$ cat config.mk
export PLATFORM = sky130hd
export DESIGN_NAME = cpu_exception_sequencer
export DESIGN_NICKNAME = d
export VERILOG_FILES = /design/src/verilog/exc_pkg.sv /design/src/verilog/exc_priority_select.sv /design/src/verilog/exc_vector_form.sv /design/src/verilog/cpu_exception_sequencer.sv
export SDC_FILE = /design/constraint.sdc
export NUM_CORES = 1
export LEC_CHECK = 0
export ABC_AREA = 0
export CORE_AREA = 2 2 234 236
export CTS_BUF_LIST = sky130_fd_sc_hd__clkbuf_2
export DETAILED_ROUTE_END_ITERATION = 7
export DIE_AREA = 0 0 236 238
export DONT_BUFFER_PORTS = 1
export SKIP_LAST_GASP = 1
export SLEW_MARGIN = 15
export SYNTH_ARGS = -nofsm -noshare
export SYNTH_HDL_FRONTEND = slang
export SYNTH_SLANG_ARGS = --single-unit
$ cat constraint.sdc
create_clock -name clock -period 7.1 [get_ports clock]
set_clock_uncertainty 0.1 [all_clocks]
set_input_delay 0.71 -clock clock [delete_from_list [all_inputs] [get_ports clock]]
set_output_delay 0.71 -clock clock [all_outputs]
set_load 0.02 [all_outputs]
$ cat src/verilog/exc_pkg.sv
// Shared constants, types and encodings for the exception sequencer
// Behaviour
// [RQ1] Simultaneous exceptions: accept only the highest ranked
// [RQ2] Decode-detected exceptions share one priority class
// [RQ3] Older instruction's exception wins over younger's
// [RQ4] Hold-off clear: exceptions and interrupts accepted normally
// [RQ5] Hold-off set, non-break exception: manual reset path
// [RQ6] Ordinary interrupt waits until hold-off is cleared
// [RQ7] Blocked nonmaskable interrupt: held or taken, per setting
// [RQ8] Return restores program counter and status, then branches
// [RQ9] Handler sets hold-off before reloading saved state
// [RQ10] Power-on: code 000, full init, reset vector
// [RQ11] Manual reset: code 020, manual init, reset vector
// [RQ12] Debug opcode 0110/0111: code 000, reset vector
// [RQ13] Instruction multi-hit: record address, code 140, reset
// [RQ14] Data multi-hit: record address, code 140, reset
// [RQ15] Translation faults load fault address and page number
// [RQ16] General entry saves pc, status and stack register
// [RQ17] General entry sets hold-off, privilege and bank bits
// [RQ18] Data miss: code 040 read, 060 write, offset 400
// [RQ19] Instruction miss: code 040, offset 400
// [RQ20] Initial page write: code 080, offset 100
// [RQ21] Codes go into bits 11:0 of event registers
// [RQ22] Handler address is vector base plus offset
// [RQ23] Rank by level, then order; lower wins
// [RQ24] Blocked user break goes to break controller
package exc_pkg;

	// ---------------------------------------------------------------
	// Vectors and offsets
	// ---------------------------------------------------------------
	localparam logic [31:0] RESET_VECTOR = 32'hA000_0000;
	localparam logic [31:0] OFF_GENERAL  = 32'h0000_0100;
	localparam logic [31:0] OFF_MISS     = 32'h0000_0400;
	localparam logic [31:0] OFF_INTR     = 32'h0000_0600;

	// ---------------------------------------------------------------
	// Event codes, bits 11:0 of the event registers
	// ---------------------------------------------------------------
	localparam logic [11:0] CODE_POWER   = 12'h000;
	localparam logic [11:0] CODE_MANUAL  = 12'h020;
	localparam logic [11:0] CODE_MULTI   = 12'h140;
	localparam logic [11:0] CODE_MISS_RD = 12'h040;
	localparam logic [11:0] CODE_MISS_WR = 12'h060;
	localparam logic [11:0] CODE_IPWRITE = 12'h080;
	localparam logic [11:0] CODE_UBREAK  = 12'h1E0;
	localparam logic [11:0] CODE_NMI     = 12'h1C0;

	// ---------------------------------------------------------------
	// Debug opcode field and status word layout
	// ---------------------------------------------------------------
	localparam logic [3:0]  DBG_RST_NEGATE = 4'h6;
	localparam logic [3:0]  DBG_RST_ASSERT = 4'h7;
	localparam int          PRIV_BIT       = 30;
	localparam int          BANK_BIT       = 29;
	localparam int          HOLD_BIT       = 28;
	localparam int          PAGE_NUM_LSB   = 10;
	localparam logic [31:0] STATUS_RESET   = 32'h7000_00F0;
	localparam logic [31:0] VECBASE_RESET  = 32'h0000_0000;

	// ---------------------------------------------------------------
	// Types
	// ---------------------------------------------------------------
	// Reset-class requests, one cycle each
	typedef struct packed {
		logic powerOn;
		logic manual;
		logic debugReset;
		logic itlbMulti;
		logic utlbMulti;
	} resetReq_t;

	// General exceptions raised for one instruction
	typedef struct packed {
		logic        uBreak;
		logic        itlbMiss;
		logic        decodeExc;
		logic [11:0] decodeCode;
		logic        utlbMiss;
		logic        isWrite;
		logic        initPageWrite;
		logic [31:0] pc;
		logic [31:0] faultAddr;
	} slotReq_t;

	// Architectural state kept by the sequencer
	typedef struct packed {
		logic [31:0] statusWord;
		logic [31:0] savedPc;
		logic [31:0] savedStatus;
		logic [31:0] savedStackPtr;
		logic [11:0] exceptionEventCode;
		logic [11:0] interruptEventCode;
		logic [31:0] faultAddressReg;
		logic [31:0] pageTableEntryHigh;
		logic [31:0] vectorBase;
	} archState_t;

	localparam archState_t ARCH_RESET = '{
		statusWord: STATUS_RESET, savedPc: '0, savedStatus: '0, savedStackPtr: '0,
		exceptionEventCode: CODE_POWER, interruptEventCode: '0,
		faultAddressReg: '0, pageTableEntryHigh: '0, vectorBase: VECBASE_RESET};

	// Accepted event kind
	typedef enum logic [3:0] {
		K_NONE, K_POWER, K_DEBUG, K_MANUAL, K_IMULTI, K_DMULTI,
		K_UBREAK, K_IMISS, K_DECODE, K_DMISS, K_IPWRITE, K_NMI, K_IRQ
	} excKind_t;

	// Sequencer phase
	typedef enum logic {PH_BOOT, PH_RUN} phase_t;

endpackage

$ cat src/verilog/exc_priority_select.sv
// Priority selection among simultaneous reset-class and general exceptions
`timescale 1ns/1ps
module exc_priority_select (
	// Requests
	input  exc_pkg::resetReq_t resets,
	input  exc_pkg::slotReq_t  olderSlot,
	input  exc_pkg::slotReq_t  youngerSlot,
	// Choice
	output exc_pkg::excKind_t  kind,
	output logic               fromYounger
);

	// ---------------------------------------------------------------
	// Pick within one instruction by priority order
	// ---------------------------------------------------------------
	function automatic exc_pkg::excKind_t slotPick(input exc_pkg::slotReq_t s);
		if (s.uBreak)             slotPick = exc_pkg::K_UBREAK;  // Order 0 [RQ23]
		else if (s.itlbMiss)      slotPick = exc_pkg::K_IMISS;   // Order 2
		else if (s.decodeExc)     slotPick = exc_pkg::K_DECODE;  // One class, order 4 [RQ2]
		else if (s.utlbMiss)      slotPick = exc_pkg::K_DMISS;   // Order 6
		else if (s.initPageWrite) slotPick = exc_pkg::K_IPWRITE; // Order 9
		else                      slotPick = exc_pkg::K_NONE;
	endfunction

	exc_pkg::excKind_t olderKind;   // Best of the older instruction
	exc_pkg::excKind_t youngerKind; // Best of the younger instruction

	// ---------------------------------------------------------------
	// Level 1 resets first, then general exceptions in program order
	// ---------------------------------------------------------------
	always_comb begin
		olderKind   = slotPick(olderSlot);
		youngerKind = slotPick(youngerSlot);
		fromYounger = 1'b0;
		if (resets.powerOn)         kind = exc_pkg::K_POWER;   // [RQ1]
		else if (resets.debugReset) kind = exc_pkg::K_DEBUG;
		else if (resets.manual)     kind = exc_pkg::K_MANUAL;
		else if (resets.itlbMulti)  kind = exc_pkg::K_IMULTI;
		else if (resets.utlbMulti)  kind = exc_pkg::K_DMULTI;
		else if (olderKind != exc_pkg::K_NONE) begin
			kind = olderKind;                                  // [RQ3]
		end else begin
			kind        = youngerKind;
			fromYounger = (youngerKind != exc_pkg::K_NONE);
		end
	end

endmodule

$ cat src/verilog/exc_vector_form.sv
// Event code and handler address for an accepted event
`timescale 1ns/1ps
module exc_vector_form (
	// Event
	input  exc_pkg::excKind_t kind,
	input  logic              isWrite,
	input  logic [11:0]       decodeCode,
	input  logic [11:0]       irqCode,
	input  logic [31:0]       vectorBase,
	// Result
	output logic [11:0]       code,
	output logic [31:0]       target
);

	// ---------------------------------------------------------------
	// Code table and base plus offset
	// ---------------------------------------------------------------
	always_comb begin
		code   = exc_pkg::CODE_MANUAL;
		target = exc_pkg::RESET_VECTOR;
		unique case (kind)
			exc_pkg::K_POWER, exc_pkg::K_DEBUG: code = exc_pkg::CODE_POWER;  // [RQ10] [RQ12]
			exc_pkg::K_IMULTI, exc_pkg::K_DMULTI: code = exc_pkg::CODE_MULTI; // [RQ13] [RQ14]
			exc_pkg::K_UBREAK: begin
				code   = exc_pkg::CODE_UBREAK;
				target = vectorBase + exc_pkg::OFF_GENERAL;
			end
			exc_pkg::K_IMISS: begin
				code   = exc_pkg::CODE_MISS_RD;                       // [RQ19]
				target = vectorBase + exc_pkg::OFF_MISS;              // [RQ22]
			end
			exc_pkg::K_DECODE: begin
				code   = decodeCode;
				target = vectorBase + exc_pkg::OFF_GENERAL;
			end
			exc_pkg::K_DMISS: begin
				code   = isWrite ? exc_pkg::CODE_MISS_WR : exc_pkg::CODE_MISS_RD; // [RQ18]
				target = vectorBase + exc_pkg::OFF_MISS;
			end
			exc_pkg::K_IPWRITE: begin
				code   = exc_pkg::CODE_IPWRITE;                       // [RQ20]
				target = vectorBase + exc_pkg::OFF_GENERAL;
			end
			exc_pkg::K_NMI: begin
				code   = exc_pkg::CODE_NMI;
				target = vectorBase + exc_pkg::OFF_INTR;
			end
			exc_pkg::K_IRQ: begin
				code   = irqCode;
				target = vectorBase + exc_pkg::OFF_INTR;
			end
			default: ;                                                // Manual and none: reset vector
		endcase
	end

endmodule

$ cat src/verilog/cpu_exception_sequencer.sv
// Exception acceptance, entry sequencing and return for the core
`timescale 1ns/1ps
module cpu_exception_sequencer (
	// Clock and reset
	input  wire logic                clock,
	input  wire logic                nrst,
	// Reset-class sources
	input  wire logic                powerOnReq,
	input  wire logic                manualReq,
	input  wire logic                debugOpcodeWr,
	input  wire logic [7:0]          debugOpcodeField,
	input  wire logic                itlbMultiHit,
	input  wire logic                utlbMultiHit,
	input  wire logic [31:0]         multiHitAddr,
	// General exceptions, older and younger instruction
	input  wire exc_pkg::slotReq_t   olderSlot,
	input  wire exc_pkg::slotReq_t   youngerSlot,
	input  wire logic [31:0]         stackRegister,
	// Interrupts
	input  wire logic                nmiReq,
	input  wire logic                nmiAcceptBlocked,
	input  wire logic                irqReq,
	input  wire logic [11:0]         irqCode,
	// Software side
	input  wire logic                returnReq,
	input  wire logic                statusWr,
	input  wire logic [31:0]         statusWrData,
	input  wire logic                vectorBaseWr,
	input  wire logic [31:0]         vectorBaseWrData,
	// Control flow and init
	output logic                     branchValid,
	output logic [31:0]              branchTarget,
	output logic                     powerInit,
	output logic                     manualInit,
	output logic                     breakToController,
	output logic                     irqAck,
	// Architectural state
	output exc_pkg::archState_t      archState
);

	// ---------------------------------------------------------------
	// Declarations
	// ---------------------------------------------------------------
	exc_pkg::archState_t st_q, st_d;       // Registers seen by software
	exc_pkg::phase_t     phase_q, phase_d; // Boot branch pending after reset
	logic                nmiPend_q, nmiPend_d;
	logic                branchValid_q, branchValid_d;
	logic [31:0]         branchTarget_q, branchTarget_d;
	logic                powerInit_q, powerInit_d;
	logic                manualInit_q, manualInit_d;
	logic                break_q, break_d;
	logic                irqAck_q, irqAck_d;
	exc_pkg::resetReq_t  resets;           // Reset-class request bundle
	exc_pkg::excKind_t   excKind;          // Winner among exceptions
	exc_pkg::excKind_t   evKind;           // Event actually taken
	logic                fromYounger;      // Winner belongs to younger slot
	exc_pkg::slotReq_t   sel;              // Slot of the winner
	logic [11:0]         evCode;
	logic [31:0]         evTarget;
	logic                holdOff;          // Hold-off flag of the status word
	logic                resetPath;        // Goes to the reset vector
	logic                generalTake;      // General or interrupt entry
	logic                intrTake;
	logic                returnTake;
	logic [3:0]          dbgHi;

	assign holdOff = st_q.statusWord[exc_pkg::HOLD_BIT];
	assign dbgHi   = debugOpcodeField[7:4];
	assign sel     = fromYounger ? youngerSlot : olderSlot;

	// ---------------------------------------------------------------
	// Request bundle and priority
	// ---------------------------------------------------------------
	always_comb begin
		resets.powerOn    = powerOnReq;
		resets.manual     = manualReq;
		resets.debugReset = debugOpcodeWr &&
			(dbgHi == exc_pkg::DBG_RST_NEGATE || dbgHi == exc_pkg::DBG_RST_ASSERT); // [RQ12]
		resets.itlbMulti  = itlbMultiHit;
		resets.utlbMulti  = utlbMultiHit;
	end

	exc_priority_select u_select (
		.resets      (resets),
		.olderSlot   (olderSlot),
		.youngerSlot (youngerSlot),
		.kind        (excKind),
		.fromYounger (fromYounger)
	);

	// ---------------------------------------------------------------
	// Interrupts rank below every exception
	// ---------------------------------------------------------------
	always_comb begin
		intrTake = 1'b0;
		evKind   = excKind;
		if (phase_q == exc_pkg::PH_RUN && excKind == exc_pkg::K_NONE) begin
			if (nmiPend_q && (!holdOff || nmiAcceptBlocked)) begin  // [RQ7]
				evKind   = exc_pkg::K_NMI;
				intrTake = 1'b1;
			end else if (irqReq && !holdOff) begin                   // [RQ6] [RQ4]
				evKind   = exc_pkg::K_IRQ;
				intrTake = 1'b1;
			end
		end
	end

	exc_vector_form u_vector (
		.kind       (evKind),
		.isWrite    (sel.isWrite),
		.decodeCode (sel.decodeCode),
		.irqCode    (irqCode),
		.vectorBase (st_q.vectorBase),
		.code       (evCode),
		.target     (evTarget)
	);

	// ---------------------------------------------------------------
	// Next-state logic for all sequencer state
	// ---------------------------------------------------------------
	always_comb begin
		st_d           = st_q;
		phase_d        = exc_pkg::PH_RUN;
		nmiPend_d      = nmiPend_q;
		branchValid_d  = 1'b0;
		branchTarget_d = branchTarget_q;
		powerInit_d    = 1'b0;
		manualInit_d   = 1'b0;
		break_d        = 1'b0;
		irqAck_d       = 1'b0;
		resetPath      = 1'b0;
		generalTake    = 1'b0;
		returnTake     = 1'b0;
		if (phase_q == exc_pkg::PH_BOOT) begin
			// First fetch after power-on; state already holds init values
			branchValid_d  = 1'b1;                                    // [RQ10]
			branchTarget_d = exc_pkg::RESET_VECTOR;
			powerInit_d    = 1'b1;
		end else if (excKind inside {exc_pkg::K_POWER, exc_pkg::K_DEBUG, exc_pkg::K_MANUAL,
				exc_pkg::K_IMULTI, exc_pkg::K_DMULTI} ||
				(holdOff && excKind != exc_pkg::K_NONE && excKind != exc_pkg::K_UBREAK)) begin
			resetPath      = 1'b1;
			branchValid_d  = 1'b1;
			branchTarget_d = exc_pkg::RESET_VECTOR;
			if (excKind == exc_pkg::K_POWER) begin
				st_d        = exc_pkg::ARCH_RESET;                    // [RQ10]
				powerInit_d = 1'b1;
			end else begin
				st_d.statusWord = exc_pkg::STATUS_RESET;              // [RQ12] [RQ11]
				st_d.vectorBase = exc_pkg::VECBASE_RESET;
				manualInit_d    = (excKind != exc_pkg::K_DEBUG);
				// Blocked exceptions report as a manual reset
				st_d.exceptionEventCode = (holdOff && !(excKind inside {exc_pkg::K_DEBUG,
					exc_pkg::K_IMULTI, exc_pkg::K_DMULTI})) ? exc_pkg::CODE_MANUAL : evCode; // [RQ5] [RQ21]
				if (excKind == exc_pkg::K_IMULTI || excKind == exc_pkg::K_DMULTI) begin
					st_d.faultAddressReg = multiHitAddr;              // [RQ13] [RQ14]
					st_d.pageTableEntryHigh[31:exc_pkg::PAGE_NUM_LSB] = multiHitAddr[31:exc_pkg::PAGE_NUM_LSB];
				end
			end
			nmiPend_d = 1'b0;
		end else if (excKind == exc_pkg::K_UBREAK && holdOff) begin
			break_d = 1'b1;                                           // [RQ24]
		end else if (excKind != exc_pkg::K_NONE || intrTake) begin
			generalTake    = 1'b1;
			branchValid_d  = 1'b1;
			branchTarget_d = evTarget;                                // [RQ22]
			st_d.savedPc       = intrTake ? olderSlot.pc : sel.pc;    // [RQ16]
			st_d.savedStatus   = st_q.statusWord;
			st_d.savedStackPtr = stackRegister;
			st_d.statusWord[exc_pkg::HOLD_BIT] = 1'b1;                // [RQ17]
			st_d.statusWord[exc_pkg::PRIV_BIT] = 1'b1;
			st_d.statusWord[exc_pkg::BANK_BIT] = 1'b1;
			if (intrTake) begin
				st_d.interruptEventCode = evCode;                     // [RQ21]
				irqAck_d  = (evKind == exc_pkg::K_IRQ);
				nmiPend_d = (evKind == exc_pkg::K_NMI) ? 1'b0 : nmiPend_q;
			end else begin
				st_d.exceptionEventCode = evCode;
			end
			if (excKind inside {exc_pkg::K_IMISS, exc_pkg::K_DMISS, exc_pkg::K_IPWRITE}) begin
				// Page number only; address space id is left as it was
				st_d.faultAddressReg = sel.faultAddr;                 // [RQ15]
				st_d.pageTableEntryHigh[31:exc_pkg::PAGE_NUM_LSB] = sel.faultAddr[31:exc_pkg::PAGE_NUM_LSB];
			end
		end else if (returnReq) begin
			returnTake      = 1'b1;
			branchValid_d   = 1'b1;
			branchTarget_d  = st_q.savedPc;                           // [RQ8]
			st_d.statusWord = st_q.savedStatus;
		end else begin
			// Software writes lose to any event in the same cycle
			if (statusWr)     st_d.statusWord = statusWrData;
			if (vectorBaseWr) st_d.vectorBase = vectorBaseWrData;
		end
		// A new request wins over the clear of the pending flag
		if (nmiReq) nmiPend_d = 1'b1;
	end

	// ---------------------------------------------------------------
	// State registers
	// ---------------------------------------------------------------
	always_ff @(posedge clock or negedge nrst) begin
		if (!nrst) begin
			st_q           <= exc_pkg::ARCH_RESET;
			phase_q        <= exc_pkg::PH_BOOT;
			nmiPend_q      <= 1'b0;
			branchValid_q  <= 1'b0;
			branchTarget_q <= exc_pkg::RESET_VECTOR;
			powerInit_q    <= 1'b0;
			manualInit_q   <= 1'b0;
			break_q        <= 1'b0;
			irqAck_q       <= 1'b0;
		end else begin
			st_q           <= st_d;
			phase_q        <= phase_d;
			nmiPend_q      <= nmiPend_d;
			branchValid_q  <= branchValid_d;
			branchTarget_q <= branchTarget_d;
			powerInit_q    <= powerInit_d;
			manualInit_q   <= manualInit_d;
			break_q        <= break_d;
			irqAck_q       <= irqAck_d;
		end
	end

	assign branchValid       = branchValid_q;
	assign branchTarget      = branchTarget_q;
	assign powerInit         = powerInit_q;
	assign manualInit        = manualInit_q;
	assign breakToController = break_q;
	assign irqAck            = irqAck_q;
	assign archState         = st_q;
endmodule

=== Word-level counts from Yosys, hierarchy flattened ===
Cells that the tools add are included.

* Eq/ne operators: 33
* Bitwise logic cells: 0
* Shift operators: 0
* Multipliers: 0
* Add/sub/neg operators: 3
* Multiplexer cells: 86
* Divide/modulo/power cells: 0
* Reduce and logical (&&, ||, !) cells: 46
* $lt $le $gt $ge: 0

{| class="wikitable"
|+ Operators with widths
! operator !! number
|-
| two-way mux 32 bit || 13
|-
| two-way mux 206 bit || 2
|-
| two-way mux 174 bit || 1
|-
| two-way mux 54 bit || 3
|-
| one-hot mux 12 bit (9 select lines) || 1
|-
| two-way mux 96 bit || 1
|-
| one-hot mux 32 bit (3 select lines) || 1
|-
| two-way mux 79 bit || 1
|-
| two-way mux 4 bit || 19
|-
| adder 32 x 11 -> 32 bit, second input constant || 2
|-
| two-way mux 12 bit || 5
|-
| == test 4 x 3 -> 1 bit, second input constant || 10
|-
| two-way mux 1 bit || 36
|-
| adder 32 x 9 -> 32 bit, second input constant || 1
|-
| == test 4 bit, second input constant || 7
|-
| two-way mux 28 bit || 1
|-
| AND reduction 5 bit || 4
|-
| nonzero test 3 bit || 6
|-
| nonzero test 4 bit || 4
|-
| == test 4 x 2 -> 1 bit, second input constant || 3
|-
| AND reduction 4 bit || 3
|-
| nonzero test 2 bit || 5
|-
| == test 4 x 1 -> 1 bit, second input constant || 2
|-
| logical AND 1 bit || 8
|-
| 16 further kinds || 29
|}

* RAM bits: 0
* Bits in read-only memories: 0
* Latch bits: 0
* Input port bits: 325
* Memories kept: 0
* Register bits after elaboration: 277
* Output and inout bits: 285

=== Depth between registers and ports, before layout ===
Gate-level depths: netlist of the first run.

* Word-level depth: 23
* Mapped depth: 13
* Depth with buffers taken out: 9

=== Hierarchy ===
From an unflattened synthesis of the first run, not the netlist that was laid out.

* Cells, all modules: 1414
* Area total of the unflattened synthesis: 14760.4 um^2

{| class="wikitable"
|+ Modules (own cells, without submodules)
! module !! cells each !! area each (um^2) !! times used
|-
| cpu_exception_sequencer || 1082 || 12620.9 || 1
|-
| exc_vector_form || 303 || 1953.1 || 1
|-
| exc_priority_select || 29 || 186.4 || 1
|}

=== Worst setup path after synthesis of the first run ===
OpenSTA, ideal clock, no wires.

* Path type: input-to-reg
* Start: input port debugOpcodeField[5]
* End: register st_q, in the netlist archState[115]
* Setup slack: 3732 ps
* Setup time: 139 ps
* Required time: 6861 ps
* Data arrival time: 3129 ps
* Buffers on the path: 3
* Stages on the path: 11
* Cells stage by stage: and4b_1 -> clkbuf_1 -> or3_1 -> clkbuf_1 -> o221ai_1 -> nor3_2 -> or3_1 -> or4_1 -> nand3_1 -> buf_2 -> o21ai_0

* Longest elaborated chain between the ends: 15
* Elaborated cells on any way between the ends: 56
* Classes of those cells: 22 x eq/ne; 16 x mux; 18 x reduce/logical

{| class="wikitable"
|+ RTL lines
! item !! line !! text
|-
| start, declared || cpu_exception_sequencer.sv:11 || <nowiki>input wire logic [7:0] debugOpcodeField,</nowiki>
|-
| == test 4 x 3 -> 1 bit || cpu_exception_sequencer.sv:78 || <nowiki>(dbgHi == exc_pkg::DBG_RST_NEGATE || dbgHi == exc_pkg::DBG_RST_ASSERT);</nowiki>
|-
| logical OR 1 bit (*) || cpu_exception_sequencer.sv:78 ||
|-
| logical AND 1 bit (*) || cpu_exception_sequencer.sv:77 || <nowiki>resets.debugReset = debugOpcodeWr &&</nowiki>
|-
| two-way mux 4 bit || exc_priority_select.sv:36 || <nowiki>else if (resets.debugReset) kind = exc_pkg::K_DEBUG;</nowiki>
|-
| two-way mux 4 bit || exc_priority_select.sv:35 || <nowiki>if (resets.powerOn) kind = exc_pkg::K_POWER;</nowiki>
|-
| two-way mux 4 bit / zero test 4 bit (equally long branches) || cpu_exception_sequencer.sv:101, cpu_exception_sequencer.sv:97 ||
|-
| two-way mux 4 bit / logical AND 1 bit (equally long branches) || cpu_exception_sequencer.sv:98, cpu_exception_sequencer.sv:97 ||
|-
| two-way mux 4 bit || cpu_exception_sequencer.sv:97 || <nowiki>if (phase_q == exc_pkg::PH_RUN && excKind == exc_pkg::K_NONE) begin</nowiki>
|-
| == test 4 x 3 -> 1 bit, or another cell as far along || exc_vector_form.sv:21 || <nowiki>unique case (kind)</nowiki>
|-
| OR reduction 2 bit || exc_vector_form.sv:21 ||
|-
| one-hot mux 12 bit (9 select lines) || exc_vector_form.sv:21 ||
|-
| two-way mux 12 bit || cpu_exception_sequencer.sv:173 || <nowiki>if (intrTake) begin</nowiki>
|-
| two-way mux 174 bit || cpu_exception_sequencer.sv:163 || <nowiki>end else if (excKind != exc_pkg::K_NONE || intrTake) begin</nowiki>
|-
| two-way mux 206 bit || cpu_exception_sequencer.sv:161 || <nowiki>end else if (excKind == exc_pkg::K_UBREAK && holdOff) begin</nowiki>
|-
| two-way mux 206 bit || cpu_exception_sequencer.sv:139 || <nowiki>end else if (excKind inside {exc_pkg::K_POWER, exc_pkg::K_DEBUG, exc_pkg::K_MANUAL,</nowiki>
|-
| end signal, assigned || cpu_exception_sequencer.sv:204 || <nowiki>st_q <= exc_pkg::ARCH_RESET;</nowiki>
|-
| end signal, assigned || cpu_exception_sequencer.sv:214 || <nowiki>st_q <= st_d;</nowiki>
|-
| end, declared || cpu_exception_sequencer.sv:44 || <nowiki>exc_pkg::archState_t st_q, st_d;</nowiki>
|}

Every way passes the cells marked *; elsewhere a longest branch is shown, timed or not. The select of a mux whose other input is x is not followed.
A chain may end at the register's enable or synchronous reset.

=== Worst setup path in the final report of the first run ===
* Start: input port debugOpcodeField[5]
* End: register st_q, in the netlist archState[6]

* Longest elaborated chain between the ends: 11
* Elaborated cells on any way between the ends: 29
* Classes of those cells: 12 x eq/ne; 4 x mux; 13 x reduce/logical

{| class="wikitable"
|+ RTL lines
! item !! line
|-
| == test 4 x 3 -> 1 bit || cpu_exception_sequencer.sv:78
|-
| logical OR 1 bit (*) || cpu_exception_sequencer.sv:78
|-
| logical AND 1 bit (*) || cpu_exception_sequencer.sv:77
|-
| two-way mux 4 bit (*) || exc_priority_select.sv:36
|-
| two-way mux 4 bit (*) || exc_priority_select.sv:35
|-
| branches (longest 6 deep; another with nonzero test 5 bit) || -
|}

Every way passes the cells marked *.

==> flow_summary.json, run 1 <==
{
  "die_h_um": 238,
  "cts_tree": "yes",
  "ys_seq_area_share_pct": 48.3,
  "grt_max_degree": 256,
  "regToRegSetupSlack_ns": 3.06,
  "clk_latency_ns": 0.98,
  "combPwrFrac_pct": 13.9,
  "arrival_ns": 5.42,
  "min_to": "archState[3]",
  "cts.sink_count": 255,
  "period_needed_ns": 4.61,
  "drtIter0Drc": 1169,
  "final_core_util_pct": 32.6,
  "wire_per_inst_um": 24.0,
  "internal_power_mw": 2.18,
  "cp-start-kind": "primary input",
  "clockPowerShare_pct": 33.7,
  "drtAntennaViolNets": 0,
  "final_common_cell": "dlygate4sd3_1",
  "vias": 13400,
  "area_delta_synth_final_pct": 31.7,
  "crit_type": "in -> reg",
  "hold_violations": 0,
  "ys_ff_latch": 255,
  "yosys_warnings": 0,
  "root_buffer": "clkbuf_2",
  "rsz0062_at_grt": "false",
  "grt_antenna_before_repair": 8,
  "grt_pass1_vias": 13600,
  "crit-reg2reg-launch": "archState[244]",
  "stdcell_area_um2": 17400,
  "drcViolationCount": 0,
  "maxCapViolCount": 0,
  "ys.flop_type": "dfrtp_1",
  "initial_utilization_pct": 24.7,
  "status": "completed",
  "p_seq_share_pct": 52.4,
  "setup_tns_ns": 0,
  "hpwlAfterDp_um": 40600,
  "routed.top_layer": "met5",
  "drt-met1-wl_um": 22400,
  "place_inst": 2054,
  "timing.hold.ws_ns": 0.229,
  "crit_path_max_fanout": 20,
  "io_pins": 610,
  "wl_met3_um": 6830,
  "place_congestion": 0.940,
  "final_cell_mix": "dlygate4sd3_1, dfrtp_1, nand2_1, o21ai_0, a21oi_1",
  "die_w_um": 236,
  "reg2reg_to": "archState[6]",
  "routed_wl_um": 59800,
  "htreeDepth": 3,
  "setup_viol": 0,
  "fin_ws_ns": 2.49,
  "hold_class": "in -> reg",
  "grt-ovfl-total": 0,
  "cts_buffer_depth": 3,
  "slew_viol_final": 0,
  "syn_avg_cell_area_um2": 9.00,
  "wl_met2_um": 27900,
  "critical_path_required_ns": 7.91,
  "netlist_area_um2": 13200,
  "swShare_pct": 35.1,
  "drive_gt1_share_pct": 11.4,
  "grt_pass1_wl_um": 86100,
  "cp-end-kind": "register",
  "r2r_cells": 9,
  "holdPathStages": 3,
  "syn-instance-count": 1469,
  "die-area_um2": 56200,
  "switchingPower_mw": 1.18,
  "period_share_pct": 65.0,
  "placed_area_um2": 13700,
  "timing.slew.headroom_pct": 26.7,
  "cellPowerDensity_nw_per_um2": 193,
  "leakage_nw": 7.40,
  "async_reset_ff_share_pct": 100,
  "dp_slack_ns": 2.16,
  "finalNonFillerCells": 2492,
  "grtUsageTotal_pct": 20.3,
  "peakVddDrop_mv": 0.132,
  "viasPerCell": 5.38,
  "hp-start": "vectorBaseWr",
  "numCtsBuffers": 71,
  "synth_enable_flop_cells": 0,
  "port_buffers": 0,
  "clkTransAtPathRegs_ns": 0.10,
  "max_freq_ghz": 0.217,
  "fin_nets": 2067,
  "row_count": 85,
  "finalPower_mw": 3.36,
  "tightest_slew_ns": 1.10,
  "yosys.cell_types.count": 69,
  "dr.pass1.iters": 6,
  "core_area_um2": 53500
}
critical path, cell delays in order:
cell and delay (ns):
and4b_1 0.25, or3_1 0.46, o221ai_1 0.87, nor3_2 0.25, or3_2 0.81, a21oi_4 0.62, nand3_1 0.16, dlygate4sd3_1 0.59
o21ai_0 0.08, dlygate4sd3_1 0.59
repair_timing:
item | in CTS | in global routing
setup endpoints to repair | 0 | 0
buffers inserted | 0 | 0
hold buffers | 305 | 0
endpoints found under the hold margin | 445 | 0
gates resized for setup | 0 | 0
Yosys cell counts, types with 10 or more instances:
master    instances  area [µm²]
dfrtp_1         246        6160
o31ai_1          13        97.6
mux2_2           26         293
or3_1            13        81.3
nand4_1          10        62.6
nand2_1         203         762
nor2_1           80         300
a22oi_1          25         188
o211ai_1         12        90.1
o21ai_1          11        55.1
mux2i_1          41         410
nand3_1          75         375
nor3_1           22         110
buf_4            38         285
a31oi_1          46         288
o21ai_0         148         741
a21oi_1         111         556
a22o_1           53         464
buf_2            31         155
clkbuf_1         69         259
inv_1            66         248
cell families after synthesis:
logic type,synth area share [%]
fa+ha+maj,0.473
mux,5.32
other cells,0.0568
xor+xnor,0.397
simple gates,15.2
flops,48.3
compound gates,22.9
buf+inv,7.27
registers in the layout, summed over array words and instances (netlist names):
register           count
branchTarget          32
breakToController      1
powerInit              1
branchValid            1
phase_q                1
nmiPend_q              1
manualInit             1
archState            216
irqAck                 1
layout make-up:
class,count,area [µm²]
clock inverters,16,101
inverters,67,251
clock buffers,110,551
well taps,696,871
multi-input cells,1015,5970
flip-flops and latches,255,6390
fillers,5439,36100
repair buffers,327,3270
diodes,6,15.0
per-layer routing:
layer	up-vias	track usage (%)
li1	5821	-
met1	6513	23.3
met2	927	32.7
met3	142	7.73
met4	6	11.1
met5	-	0
power groups by stage:
stage / logic, mW / clock network, mW / registers [mW]
after floorplan: 0.305 / 0 / 1.69
after global placement: 0.270 / 0 / 1.79
after detailed placement: 0.277 / 0 / 1.79
after CTS: 0.455 / 1.18 / 1.76
after global routing: 0.509 / 1.26 / 1.77
final: 0.466 / 1.13 / 1.76
how the worst max path moves through the flow:
stage	start	endpoint	slack (ns)	cells after the start
floorplan	debugOpcodeField[5]	archState[115]	3.73	11
global placement	debugOpcodeField[5]	archState[16]	2.27	9
detailed placement	debugOpcodeField[5]	archState[20]	2.16	9
CTS	debugOpcodeField[5]	archState[4]	2.80	10
global route	debugOpcodeField[5]	archState[6]	2.37	10
finish	debugOpcodeField[5]	archState[6]	2.49	10
Note: power is estimated with default switching activity, not from simulation.
==> run 2, diff against run 1 <==
==> constraint.sdc (replaced) <==
create_clock -name clock -period 4.2 [get_ports clock]
set_clock_uncertainty 0.1 [all_clocks]
set_input_delay 0.42 -clock clock [delete_from_list [all_inputs] [get_ports clock]]
set_output_delay 0.42 -clock clock [all_outputs]
set_load 0.02 [all_outputs]
==> run 2 against run 1 <==
The run now fails in clock tree synthesis (4_1_cts); synthesized cell count unchanged; synthesized area unchanged.
==> flow_summary.json, run 2 <==
{
  "status": "did not finish",
  "stop_stage": "clock tree synthesis (4_1_cts)",
  "tool.error": "[ERROR RSZ-0060] Max buffer count reached.",
  "synth_enable_flop_cells": 0,
  "htreeDepth": 3,
  "syn-instance-count": 1469,
  "cts_buffer_depth": 3,
  "ys_seq_area_share_pct": 48.3,
  "io_pins": 610,
  "yosys_warnings": 0,
  "async_reset_ff_share_pct": 100,
  "cts_hold_buf": 442,
  "root_buffer": "clkbuf_2",
  "hpwlAfterDp_um": 41500,
  "place_congestion": 0.925,
  "cts_resized": 0,
  "synth_mux_area_share_pct": 5.32,
  "port_buffers": 0,
  "synth_compound_area_share_pct": 22.9,
  "yosys.cell_types.count": 69,
  "synth-xor-area-share_pct": 0.397,
  "ys_ff_latch": 255,
  "synth_largest_area_cell": "dfrtp_1",
  "synth.most_common_cell": "dfrtp_1",
  "cts.sink_count": 255,
  "yosys.area_share.simple_pct": 15.2,
  "synth_common_cells": "dfrtp_1, nand2_1, o21ai_0",
  "synthAdderAreaFrac_pct": 0.473,
  "yosys.area.top_type_share_pct": 46.5,
  "row_count": 85,
  "numCtsBuffers": 74,
  "synthTopCellsByArea": "dfrtp_1, nand2_1, o21ai_0",
  "syn_avg_cell_area_um2": 9.00,
  "synth_top_family_by_area": "compound AO/OA/AOI/OAI gates",
  "die_h_um": 238,
  "initial_utilization_pct": 24.7,
  "ys.flop_type": "dfrtp_1",
  "die_w_um": 236,
  "netlist_area_um2": 13200,
  "cts_setup_buffers": 0
}
-- run 2: cell counts after synthesis --
Identical to the previous run, type by type.
-- run 2: cells by family after synthesis --
| kind of cell | after synthesis |
|---|---|
| xor+xnor | 6 |
| fa+ha+maj | 5 |
| buf+inv | 208 |
| simple gates | 444 |
| compound gates | 482 |
| mux | 67 |
| other cells | 2 |
| flops | 255 |
-- run 2: through the flow --
step | std cells | area [µm²] | worst slack, ns
2_1_floorplan | 1478 | 13300 | 1.12
3_3_place_gp | 2072 | 13900 | 0.426
3_5_place_dp | 2072 | 13900 | 0.356
==> run 3, diff against run 2 <==
--- a/config.mk
+++ b/config.mk
@@ -6,11 +6,11 @@
 export NUM_CORES = 1
 export LEC_CHECK = 0
 export ABC_AREA = 0
-export CORE_AREA = 2 2 234 236
-export CTS_BUF_LIST = sky130_fd_sc_hd__clkbuf_2
+export CORE_AREA = 2 2 240 242
 export DETAILED_ROUTE_END_ITERATION = 7
-export DIE_AREA = 0 0 236 238
+export DIE_AREA = 0 0 242 244
 export DONT_BUFFER_PORTS = 1
+export PLACE_DENSITY_LB_ADDON = 0.15
 export SKIP_LAST_GASP = 1
 export SLEW_MARGIN = 15
 export SYNTH_ARGS = -nofsm -noshare
==> constraint.sdc (replaced) <==
create_clock -name clock -period 5.5 [get_ports clock]
set_clock_uncertainty 0.1 [all_clocks]
set_input_delay 0.55 -clock clock [delete_from_list [all_inputs] [get_ports clock]]
set_output_delay 0.55 -clock clock [all_outputs]
set_load 0.02 [all_outputs]
==> run 3 against run 2 <==
The flow now finishes, with violations (hold timing).
==> flow_summary.json, run 3 (same netlist as run 1, synthesis figures left out) <==
{
  "largest_reg_flops": 216,
  "stdcell_area_um2": 15000,
  "tightest_slew_ns": 0.959,
  "cts_hold_buf": 1,
  "hold_class": "in -> async",
  "grt_max_degree": 256,
  "place_inst": 2114,
  "numCtsBuffers": 34,
  "htreeDepth": 2,
  "switchingPower_mw": 1.45,
  "hpwlAfterDp_um": 42500,
  "p_seq_share_pct": 44.7,
  "io_pins": 610,
  "cp-end-kind": "register",
  "final_cell_mix": "dfrtp_1, nand2_1, o21ai_0, a21oi_1, nor2_1",
  "timing.slew.headroom_pct": 36.0,
  "grtUsageTotal_pct": 18.9,
  "hold_violations": 251,
  "clockPowerShare_pct": 48.2,
  "drcViolationCount": 0,
  "cts_tree": "yes",
  "max_freq_ghz": 0.256,
  "drtAntennaViolNets": 0,
  "peakVddDrop_mv": 0.178,
  "port_buffers": 0,
  "timing.hold.ws_ns": -0.380,
  "cts_buffer_depth": 3,
  "die_w_um": 242,
  "maxCapViolCount": 0,
  "dr.pass1.iters": 5,
  "cp_cell_sequence": "and4b_1 -> or3_1 -> o221ai_1 -> buf_4 -> nor3_2 -> buf_4 -> or3_2 -> buf_4 -> a21oi_4 -> buf_4 -> nand3_1 -> o21ai_0",
  "rsz0062_at_grt": "false",
  "path_common_cell": "buf_4",
  "area_delta_synth_final_pct": 13.5,
  "period_needed_ns": 3.90,
  "nFillCells": 6096,
  "crit_path_max_fanout": 58,
  "arrival_ns": 4.24,
  "grt_pass1_wl_um": 83100,
  "viasPerCell": 5.25,
  "wire_per_inst_um": 26.5,
  "max_stage_delay_ns": 0.77,
  "violations": "hold timing",
  "status": "finished, violations left",
  "cts_resized": 0,
  "clkTransAtPathRegs_ns": 0.06,
  "drtIter0Drc": 803,
  "die-area_um2": 59000,
  "cts.sink_count": 255,
  "grt_antenna_before_repair": 8,
  "swShare_pct": 28.5,
  "final_core_util_pct": 26.7,
  "critPathSlowestCell": "or3_2",
  "final_common_cell": "dfrtp_1",
  "routed_wl_um": 57800,
  "row_count": 87,
  "internal_power_mw": 3.64,
  "period_share_pct": 70.9,
  "initial_utilization_pct": 23.5,
  "combPwrFrac_pct": 7.1,
  "cellPowerDensity_nw_per_um2": 339,
  "crit_type": "in -> reg",
  "finalNonFillerCells": 2181,
  "die_h_um": 244,
  "setup_tns_ns": 0,
  "grt-ovfl-total": 0,
  "placed_area_um2": 13800,
  "root_buffer": "clkbuf_16",
  "critical_path_required_ns": 5.84,
  "vias": 11500,
  "cp-start-kind": "primary input",
  "worstPathBufferInverterCount": 4,
  "cts_setup_buffers": 0,
  "leakage_nw": 6.22,
  "drive_gt1_share_pct": 10.1,
  "setup_viol": 0,
  "core_area_um2": 56200,
  "fin_nets": 1725,
  "clk_latency_ns": 0.54,
  "slew_viol_final": 0,
  "cpLargestDelayFamily": "simple AND/OR/NAND/NOR gates",
  "place_congestion": 0.912,
  "grt_pass1_vias": 11200
}
run 3: routing by layer:
metal,routed length [µm],vias up,GRT usage (%)
met2,27600,585,31.1
met1,22700,5682,22.9
met5,23,-,0
met3,5760,78,7.00
met4,1620,4,6.34
li1,-,5104,-
run 3: power groups by stage:
| stage | clock [mW] | sequential (mW) | combinational, mW |
|---|---|---|---|
| global placement | 0 | 2.31 | 0.360 |
| floorplan | 0 | 2.19 | 0.394 |
| detailed placement | 0 | 2.31 | 0.364 |
| finish | 2.45 | 2.27 | 0.361 |
| global route | 2.60 | 2.29 | 0.404 |
| CTS | 2.52 | 2.28 | 0.366 |
run 3: layout make-up:
class / instances / area (µm²) / area share, %
antenna: 7 / 17.5 / 0.117
inverter: 67 / 251 / 1.67
timing repair buffer: 22 / 193 / 1.28
sequential: 255 / 6390 / 42.6
clock inverter: 18 / 295 / 1.97
multi-input combinational: 1015 / 5980 / 39.8
clock buffer: 41 / 938 / 6.25
tap: 756 / 946 / 6.30
run 3: path summary, 6_finish.rpt:
path	endpoint	from	cells after the start	slack, ns
setup / recovery	archState[231]	debugOpcodeField[5]	12	1.60
max in group asynchronous	archState[149]	nrst	0	5.10
setup reg to reg	archState[80]	archState[244]	8	2.09
hold reg to reg	archState[222]	archState[222]	2	0.47
hold / removal	archState[118]	nrst	0	-0.38
min in group clock	archState[149]	stackRegister[29]	1	0.04
run 3: per-stage QoR:
step	worst slack (ns)	power, mW
global route	1.36	5.30
detailed placement	1.05	2.68
global placement	1.09	2.67
CTS	1.61	5.17
floorplan	2.29	2.58
finish	1.60	5.08
